**config.mk**
```make
export PLATFORM = sky130hd
export DESIGN_NAME = lsc_serdes
export DESIGN_NICKNAME = d
export VERILOG_FILES = /design/src/lsc_pkg.sv /design/src/lsc_serdes.sv /design/src/lsc_sync.sv /design/src/lsc_tx.sv
export SDC_FILE = /design/constraint.sdc
export NUM_CORES = 1
export LEC_CHECK = 0
export BUFFER_PORTS_ARGS = -buffer_cell sky130_fd_sc_hd__buf_2
export CAP_MARGIN = 10
export CORE_MARGIN = 3
export CORE_UTILIZATION = 50
export DETAILED_ROUTE_END_ITERATION = 6
export PLACE_DENSITY = 0.76
export SLEW_MARGIN = 20
export SYNTH_ARGS = -nofsm -noshare
export SYNTH_HDL_FRONTEND = slang
export SYNTH_HIERARCHICAL = 1
export SYNTH_SLANG_ARGS = --single-unit
```
**constraint.sdc**
```tcl
create_clock -name mclk -period 4.1 [get_ports mclk]
set_input_delay 0 -clock mclk [delete_from_list [all_inputs] [get_ports mclk]]
set_output_delay 0 -clock mclk [all_outputs]
set_load 0.03 [all_outputs]
```
**src/lsc_pkg.sv**
```systemverilog
package lsc_pkg;
    localparam int WORD_BITS = 10;
    localparam int FRAME_BITS = 12;
    localparam int START_POS = 0;
    localparam int STOP_POS = FRAME_BITS - 1;
    localparam logic START_BIT = 1'b1;
    localparam logic STOP_BIT = 1'b0;
    localparam logic [3:0] LAST_POS = 4'(FRAME_BITS - 1);
    localparam logic [3:0] RCLK_HIGH_BITS = 4'(FRAME_BITS / 2);
    localparam logic [WORD_BITS-1:0] ALIGN_WORD = 10'h01F;
    localparam int LOCK_FRAMES = 4;
    localparam int LOSS_FRAMES = 4;
    localparam logic [2:0] LOCK_LAST = 3'(LOCK_FRAMES - 1);
    localparam logic [2:0] LOSS_LAST = 3'(LOSS_FRAMES - 1);
    localparam int TX_INIT_CYCLES = 510;
    localparam logic [4:0] REG_CTRL = 5'h00;
    localparam logic [4:0] REG_STATUS = 5'h04;
    localparam logic [4:0] REG_IRQ_STAT = 5'h08;
    localparam logic [4:0] REG_IRQ_MASK = 5'h0C;
    localparam logic [4:0] REG_RX_WORD = 5'h10;
    localparam int CTRL_ALIGN_BIT = 0;
    localparam int STAT_LOCK_BIT = 0;
    localparam int STAT_TXRDY_BIT = 1;
    localparam int STAT_BAD_LSB = 2;
    localparam logic CTRL_RESET = 1'b0;
    localparam logic [2:0] IRQ_RESET = 3'h0;
    localparam int PIN_COUNT = 7;

    typedef struct packed {
        logic tx_ready;
        logic lock_lost;
        logic lock_gained;
    } lsc_irq_t;

    typedef enum logic [1:0] {RX_SLEEP, RX_SEARCH, RX_CHECK, RX_LOCKED} lsc_rx_state_t;
    typedef enum logic [1:0] {TX_SLEEP, TX_INIT, TX_RUN} lsc_tx_state_t;

    function automatic logic frame_ok(input logic [FRAME_BITS-1:0] f);
        frame_ok = (f[START_POS] == START_BIT) && (f[STOP_POS] == STOP_BIT);
    endfunction
endpackage

```
**src/lsc_serdes.sv**
```systemverilog
`timescale 1ns/1ps
`default_nettype none
module lsc_serdes
    import lsc_pkg::*;
#(
    parameter int INIT_CYCLES = TX_INIT_CYCLES
)
(
    input wire logic mclk,
    input wire logic resetn,
    input wire logic [4:0] avs_address,
    input wire logic avs_read,
    input wire logic avs_write,
    input wire logic [31:0] avs_writedata,
    output logic [31:0] avs_readdata,
    output logic avs_waitrequest,
    output logic irq,
    input wire logic transmit_clock,
    input wire logic [WORD_BITS-1:0] tx_word,
    input wire logic align_request_a,
    input wire logic align_request_b,
    input wire logic sleep_n,
    input wire logic out_enable,
    output logic ser_out,
    input wire logic rx_serial,
    input wire logic receiver_reference_clock,
    output logic lock_n,
    output logic [WORD_BITS-1:0] parallel_out_word,
    output logic parallel_out_oe,
    output logic rclk_out,
    output logic rclk_oe
);
    // ------------------------------------------------------------
    // Pin synchronisation
    // ------------------------------------------------------------
    logic [PIN_COUNT-1:0] pins_s;
    logic [PIN_COUNT-1:0] pins_rise;
    logic [WORD_BITS-1:0] tx_word_s;
    logic transmit_clock_ev;
    logic rbit_ev;
    logic rx_s;
    logic align_a_s;
    logic align_b_s;
    logic sleep_s;
    logic oe_s;

    lsc_sync #(.W(PIN_COUNT)) u_pin_sync (
        .mclk(mclk),
        .resetn(resetn),
        .d({transmit_clock, receiver_reference_clock, rx_serial, align_request_a,
            align_request_b, sleep_n, out_enable}),
        .q(pins_s),
        .rise(pins_rise)
    );

    // The word is only sampled at frame start, so it must be held steady around it.
    lsc_sync #(.W(WORD_BITS)) u_word_sync (
        .mclk(mclk),
        .resetn(resetn),
        .d(tx_word),
        .q(tx_word_s),
        .rise()
    );

    assign transmit_clock_ev = pins_rise[6];
    assign rbit_ev = pins_rise[5];
    assign rx_s = pins_s[4];
    assign align_a_s = pins_s[3];
    assign align_b_s = pins_s[2];
    assign sleep_s = pins_s[1];
    assign oe_s = pins_s[0];

    // ------------------------------------------------------------
    // Serializer
    // ------------------------------------------------------------
    logic ctrl_align;
    logic tx_ready;
    logic tx_init_done;

    lsc_tx #(.INIT_CYCLES(INIT_CYCLES)) u_tx (
        .mclk(mclk),
        .resetn(resetn),
        .transmit_clock_rise(transmit_clock_ev),
        .sleep_n(sleep_s),
        .align(align_a_s || align_b_s || ctrl_align),
        .word(tx_word_s),
        .ser_out(ser_out),
        .ready(tx_ready),
        .init_done(tx_init_done)
    );

    // ------------------------------------------------------------
    // Deserializer
    // ------------------------------------------------------------
    lsc_rx_state_t rx_state, next_rx_state;
    logic [FRAME_BITS-1:0] sh, next_sh, frame_sh;
    logic [WORD_BITS-1:0] frame_data;
    logic [3:0] pos, next_pos;
    logic [2:0] good_cnt, next_good_cnt;
    logic [2:0] bad_cnt, next_bad_cnt;
    logic [WORD_BITS-1:0] next_word;
    logic next_lock_n;
    logic next_par_oe;
    logic next_rclk;
    logic boundary;
    logic rx_sleep;
    logic gained_ev;
    logic lost_ev;

    assign frame_sh = {rx_s, sh[FRAME_BITS-1:1]};
    assign frame_data = frame_sh[WORD_BITS:1];
    assign boundary = (pos == LAST_POS);
    assign rx_sleep = !sleep_s && !oe_s;

    always_comb
    begin
        next_rx_state = rx_state;
        next_sh = sh;
        next_pos = pos;
        next_good_cnt = good_cnt;
        next_bad_cnt = bad_cnt;
        next_word = parallel_out_word;
        gained_ev = 1'b0;
        lost_ev = 1'b0;
        if (rx_sleep)
        begin
            next_rx_state = RX_SLEEP;
            next_pos = '0;
            next_good_cnt = '0;
            next_bad_cnt = '0;
        end
        else if (rbit_ev)
        begin
            next_sh = frame_sh;
            next_pos = boundary ? 4'h0 : 4'(pos + 4'h1);
            case (rx_state)
                RX_SLEEP:
                begin
                    next_rx_state = RX_SEARCH;
                    next_pos = '0;
                end
                RX_SEARCH:
                begin
                    // Words with a 0 below a 1 can give a false clock-bit position; alignment frames have none.
                    if (frame_ok(frame_sh))
                    begin
                        next_rx_state = RX_CHECK;
                        next_pos = '0;
                        next_good_cnt = 3'h1;
                    end
                end
                RX_CHECK:
                begin
                    if (boundary)
                    begin
                        if (!frame_ok(frame_sh))
                        begin
                            next_rx_state = RX_SEARCH;
                        end
                        else if (good_cnt == LOCK_LAST)
                        begin
                            next_rx_state = RX_LOCKED;
                            next_bad_cnt = '0;
                            next_word = frame_data;
                            gained_ev = 1'b1;
                        end
                        else
                        begin
                            next_good_cnt = 3'(good_cnt + 3'h1);
                        end
                    end
                end
                RX_LOCKED:
                begin
                    if (boundary)
                    begin
                        // Words keep flowing during a loss; the last few may be corrupt.
                        next_word = frame_data;
                        if (frame_ok(frame_sh))
                        begin
                            next_bad_cnt = '0;
                        end
                        else if (bad_cnt == LOSS_LAST)
                        begin
                            next_rx_state = RX_SEARCH;
                            next_bad_cnt = '0;
                            lost_ev = 1'b1;
                        end
                        else
                        begin
                            next_bad_cnt = 3'(bad_cnt + 3'h1);
                        end
                    end
                end
                default:
                begin
                    next_rx_state = RX_SEARCH;
                end
            endcase
        end
        next_lock_n = (next_rx_state != RX_LOCKED);
        next_par_oe = !next_lock_n && oe_s;
        next_rclk = !next_lock_n && (next_pos < RCLK_HIGH_BITS);
    end

    always_ff @(posedge mclk or negedge resetn)
    begin
        if (!resetn)
        begin
            rx_state <= RX_SLEEP;
            sh <= '0;
            pos <= '0;
            good_cnt <= '0;
            bad_cnt <= '0;
            parallel_out_word <= '0;
            lock_n <= 1'b1;
            parallel_out_oe <= 1'b0;
            rclk_out <= 1'b0;
            rclk_oe <= 1'b0;
        end
        else
        begin
            rx_state <= next_rx_state;
            sh <= next_sh;
            pos <= next_pos;
            good_cnt <= next_good_cnt;
            bad_cnt <= next_bad_cnt;
            parallel_out_word <= next_word;
            lock_n <= next_lock_n;
            parallel_out_oe <= next_par_oe;
            rclk_out <= next_rclk;
            rclk_oe <= next_par_oe;
        end
    end

    // ------------------------------------------------------------
    // Register slave and interrupts
    // ------------------------------------------------------------
    logic ack, next_ack;
    logic take;
    logic next_ctrl_align;
    lsc_irq_t irq_stat, next_irq_stat;
    lsc_irq_t irq_mask, next_irq_mask;
    lsc_irq_t irq_ev;
    logic [31:0] next_readdata;

    // One wait cycle lets read data come from a flop without a long read path.
    assign avs_waitrequest = (avs_read || avs_write) && !ack;
    assign take = (avs_read || avs_write) && ack;
    assign irq_ev = '{tx_ready: tx_init_done, lock_lost: lost_ev, lock_gained: gained_ev};

    always_comb
    begin
        next_ack = (avs_read || avs_write) && !ack;
        next_ctrl_align = ctrl_align;
        next_irq_mask = irq_mask;
        next_irq_stat = irq_stat;
        next_readdata = avs_readdata;
        if (take && avs_write)
        begin
            case (avs_address)
                REG_CTRL: next_ctrl_align = avs_writedata[CTRL_ALIGN_BIT];
                REG_IRQ_STAT: next_irq_stat = irq_stat & ~lsc_irq_t'(avs_writedata[2:0]);
                REG_IRQ_MASK: next_irq_mask = lsc_irq_t'(avs_writedata[2:0]);
                default: next_ctrl_align = ctrl_align;
            endcase
        end
        // A new event in the clearing cycle survives the clear.
        next_irq_stat = next_irq_stat | irq_ev;
        if (avs_read && !ack)
        begin
            next_readdata = '0;
            case (avs_address)
                REG_CTRL: next_readdata[CTRL_ALIGN_BIT] = ctrl_align;
                REG_STATUS:
                begin
                    next_readdata[STAT_LOCK_BIT] = !lock_n;
                    next_readdata[STAT_TXRDY_BIT] = tx_ready;
                    next_readdata[STAT_BAD_LSB +: 3] = bad_cnt;
                end
                REG_IRQ_STAT: next_readdata[2:0] = irq_stat;
                REG_IRQ_MASK: next_readdata[2:0] = irq_mask;
                REG_RX_WORD: next_readdata[WORD_BITS-1:0] = parallel_out_word;
                default: next_readdata = '0;
            endcase
        end
    end

    always_ff @(posedge mclk or negedge resetn)
    begin
        if (!resetn)
        begin
            ack <= 1'b0;
            ctrl_align <= CTRL_RESET;
            irq_stat <= IRQ_RESET;
            irq_mask <= IRQ_RESET;
            avs_readdata <= '0;
        end
        else
        begin
            ack <= next_ack;
            ctrl_align <= next_ctrl_align;
            irq_stat <= next_irq_stat;
            irq_mask <= next_irq_mask;
            avs_readdata <= next_readdata;
        end
    end

    assign irq = |(irq_stat & irq_mask);
endmodule
`default_nettype wire

```
**src/lsc_sync.sv**
```systemverilog
`timescale 1ns/1ps
`default_nettype none
module lsc_sync
    import lsc_pkg::*;
#(
    parameter int W = 1
)
(
    input wire logic mclk,
    input wire logic resetn,
    input wire logic [W-1:0] d,
    output logic [W-1:0] q,
    output logic [W-1:0] rise
);
    logic [W-1:0] meta;
    logic [W-1:0] q_d;
    logic [W-1:0] next_meta;
    logic [W-1:0] next_q;
    logic [W-1:0] next_q_d;

    always_comb
    begin
        next_meta = d;
        next_q = meta;
        next_q_d = q;
    end

    always_ff @(posedge mclk or negedge resetn)
    begin
        if (!resetn)
        begin
            meta <= '0;
            q <= '0;
            q_d <= '0;
        end
        else
        begin
            meta <= next_meta;
            q <= next_q;
            q_d <= next_q_d;
        end
    end

    assign rise = q & ~q_d;
endmodule
`default_nettype wire

```
**src/lsc_tx.sv**
```systemverilog
`timescale 1ns/1ps
`default_nettype none
module lsc_tx
    import lsc_pkg::*;
#(
    parameter int INIT_CYCLES = TX_INIT_CYCLES
)
(
    input wire logic mclk,
    input wire logic resetn,
    input wire logic transmit_clock_rise,
    input wire logic sleep_n,
    input wire logic align,
    input wire logic [WORD_BITS-1:0] word,
    output logic ser_out,
    output logic ready,
    output logic init_done
);
    lsc_tx_state_t state, next_state;
    logic [9:0] cnt, next_cnt;
    logic [3:0] pos, next_pos;
    logic [FRAME_BITS-1:0] cur, next_cur;
    logic next_ser;
    logic load;
    logic send_align;

    // Alignment frames also fill the initialization period so the far end can train early.
    assign send_align = align || (state != TX_RUN);

    always_comb
    begin
        next_state = state;
        next_cnt = cnt;
        next_pos = pos;
        next_cur = cur;
        next_ser = ser_out;
        load = 1'b0;
        init_done = 1'b0;
        if (!sleep_n)
        begin
            next_state = TX_SLEEP;
            next_cnt = '0;
            next_pos = '0;
            next_ser = STOP_BIT;
        end
        else if (transmit_clock_rise)
        begin
            if (state == TX_SLEEP)
            begin
                next_state = TX_INIT;
                next_cnt = '0;
            end
            else
            begin
                next_pos = (pos == LAST_POS) ? 4'h0 : 4'(pos + 4'h1);
                if (pos == 4'h0)
                begin
                    load = 1'b1;
                    next_cur = {STOP_BIT, (send_align ? ALIGN_WORD : word), START_BIT};
                    next_ser = START_BIT;
                end
                else
                begin
                    next_ser = cur[pos];
                end
                if (state == TX_INIT)
                begin
                    next_cnt = 10'(cnt + 10'h001);
                    if (cnt == 10'(INIT_CYCLES - 1))
                    begin
                        next_state = TX_RUN;
                        init_done = 1'b1;
                    end
                end
            end
        end
    end

    always_ff @(posedge mclk or negedge resetn)
    begin
        if (!resetn)
        begin
            state <= TX_SLEEP;
            cnt <= '0;
            pos <= '0;
            cur <= '0;
            ser_out <= STOP_BIT;
        end
        else
        begin
            state <= next_state;
            cnt <= next_cnt;
            pos <= next_pos;
            cur <= next_cur;
            ser_out <= next_ser;
        end
    end

    assign ready = (state == TX_RUN);
endmodule
`default_nettype wire

```
==> results.sh <==
export IMPL_viasPerCell=5.160
export IMPL_postCtsSetupBuffers=0
export IMPL_grt_pass1_wl_microns=16620
export IMPL_r2r_start="u_pin_sync/q[1]"
export IMPL_crit_type="flip-flop to flip-flop"
export IMPL_cts_tree="done"
export IMPL_tightestPinTransition_ns=0.7780
export IMPL_drt_iter0_drc=163
export IMPL_hold_viol_final=0
export IMPL_holdPathEnd="irq_stat[1]"
export IMPL_pin_count=107
export IMPL_path_cells="or2_2 > nand2_1 > or2_1 > mux2_4"
export IMPL_min_delay_start="avs_address[3]"
export IMPL_gp_congestion=0.8060
export IMPL_drt_pass1_iterations=4
export IMPL_drv_slew=0
export IMPL_rsz0062_at_grt="false"
export IMPL_clk_latency_ns=0.52
export IMPL_r2r_setup_slack_ns=1.91
export IMPL_powerDensity_nw_per_um2=481.2
export IMPL_dp_hpwl_microns=6421
export IMPL_setup_tns_ns=0
export IMPL_syn_cell_area_sq_um=5141
export IMPL_mostFrequentLayoutCells="dfrtp_1, buf_2, nand2_1, dlygate4sd3_1, nor2_1"
export IMPL_num_antenna_cells=0
export IMPL_area_delta_synth_final_pct=22.97
export IMPL_cts_sinks=118
export IMPL_grt_max_degree=89
export IMPL_htree_levels=4
export IMPL_track_usage_pct=18.57
export IMPL_die_w_microns=107.4
export IMPL_avgSynthCellArea_sq_um=11.76
export IMPL_hold_class="input pin to flip-flop"
export IMPL_clockRootBuffer="clkbuf_8"
export IMPL_cts_buffers=17
export IMPL_final_common_cell="dfrtp_1"
export IMPL_drt_wirelength_per_cell_microns=15.01
export IMPL_drcViolationCount=0
export IMPL_antenna_found_initial=0
export IMPL_cap_violations=0
export IMPL_yosysWarningCount=6
export IMPL_worst_setup_path_end_kind="flip-flop"
export IMPL_max_slew_margin_pct=48.14
export IMPL_skew_ns=0.01037
export IMPL_coreArea_sq_um=9864
export IMPL_status="finished clean"
export IMPL_required_ns=4.50
export IMPL_fin_crit_sh_pct=53.41
export IMPL_postSynthCellCount=437
export IMPL_dieArea_sq_um=11530
export IMPL_grt_pass1_vias=3586
export IMPL_p_leak_nw=2.950
export IMPL_start_util_pct=52.12
export IMPL_drive_above_1_share_pct=24.35
export IMPL_max_freq_mhz=456.7
export IMPL_cp_start_kind="flip-flop"
export IMPL_vias=3483
export IMPL_min_delay_path_depth=5
export IMPL_final_core_util_pct=64.09
export IMPL_r2r_end="parallel_out_word[6]"
export IMPL_routed_wl_microns=10130
export IMPL_cts_max_path_buffers=2
export IMPL_setup_viol=0
export IMPL_rows=36
export IMPL_ant_nets=0
export IMPL_nets=595
export IMPL_min_period_ns=2.190
export IMPL_cpMaxStageDelayCell="dfrtp_1"
export IMPL_clk_pin_slew_ns=0.06
export IMPL_critical_path_max_stage_delay_ns=0.54
export IMPL_arrival_ns=2.59
export IMPL_ir_drop_uv=235.7
export IMPL_rr_worst_depth=4
export IMPL_overflow=0
export IMPL_worst_path_max_fanout=13
export IMPL_fp_dieH_microns=107.4
export IMPL_port_buffers=55
[routing by layer]
metal	wire length (microns)	vias up	track usage, %
li1	-	1661	-
met2	4990	87	30.43
met1	4583	1725	23.29
met4	117	0	7.665
met5	0	-	0
met3	439	10	5.219
[power breakdown]
group,internal (mW),switching [mW]
clock,0.879,0.562
sequential,1.26,0.0764
combinational,0.122,0.142
[worst max path at each step]
stage | from | end | slack (ns) | cells past startpoint
after global routing | u_pin_sync/q[1] | parallel_out_word[6] | 1.81 | 4
after detailed placement | u_pin_sync/q[1] | parallel_out_word[7] | 1.91 | 4
after global placement | u_pin_sync/q[1] | parallel_out_word[6] | 1.98 | 4
after CTS | u_pin_sync/q[1] | parallel_out_word[6] | 1.89 | 4
after floorplan | good_cnt[0] | good_cnt[0] | 2.22 | 6
final | u_pin_sync/q[1] | parallel_out_word[6] | 1.91 | 4
[sequential cells by signal, indices dropped and copies added, names as in the netlist, 4 cells and up]
register,count
u_tx/cur,11
parallel_out_word,10
u_word_sync/q,10
sh,11
pos,4
u_word_sync/meta,10
u_pin_sync/q,7
u_tx/cnt,10
u_tx/pos,4
u_pin_sync/meta,7
avs_readdata,10
[timing repair]
item	CTS	global route
endpoints found under the hold margin	119	0
gates resized for setup	0	0
endpoints found under the setup margin	0	0
hold buffers	32	0
[metrics by stage]
stage	area [sq um]	worst slack [ns]	power (mW)	hold slack (ns)	std cells
global route	6322	1.807	3.162	0.08049	675
global placement	5414	1.978	1.572	0.1072	611
floorplan	5220	2.216	1.519	-0.2956	458
detailed placement	5414	1.912	1.589	0.1093	611
CTS	6319	1.889	3.063	0.02707	675
finish	6322	1.910	3.042	0.03529	675
[critical path: cells and delay by family (launching register included)]
family           cells  cell delay, ns
flip-flops           1            0.54
multiplexers         1            0.36
AND/OR/NAND/NOR      3            1.17
[final cells by class]
type / instances / area [sq um]
clock buffers: 17 / 414.1
clock inverters: 15 / 170.2
fillers: 752 / 3542
inverters: 17 / 63.81
multi-input cells: 286 / 1937
flip-flops and latches: 118 / 2954
well taps: 133 / 166.4
repair buffers: 89 / 616.8
No activity file was read; power rests on OpenSTA's default activity.
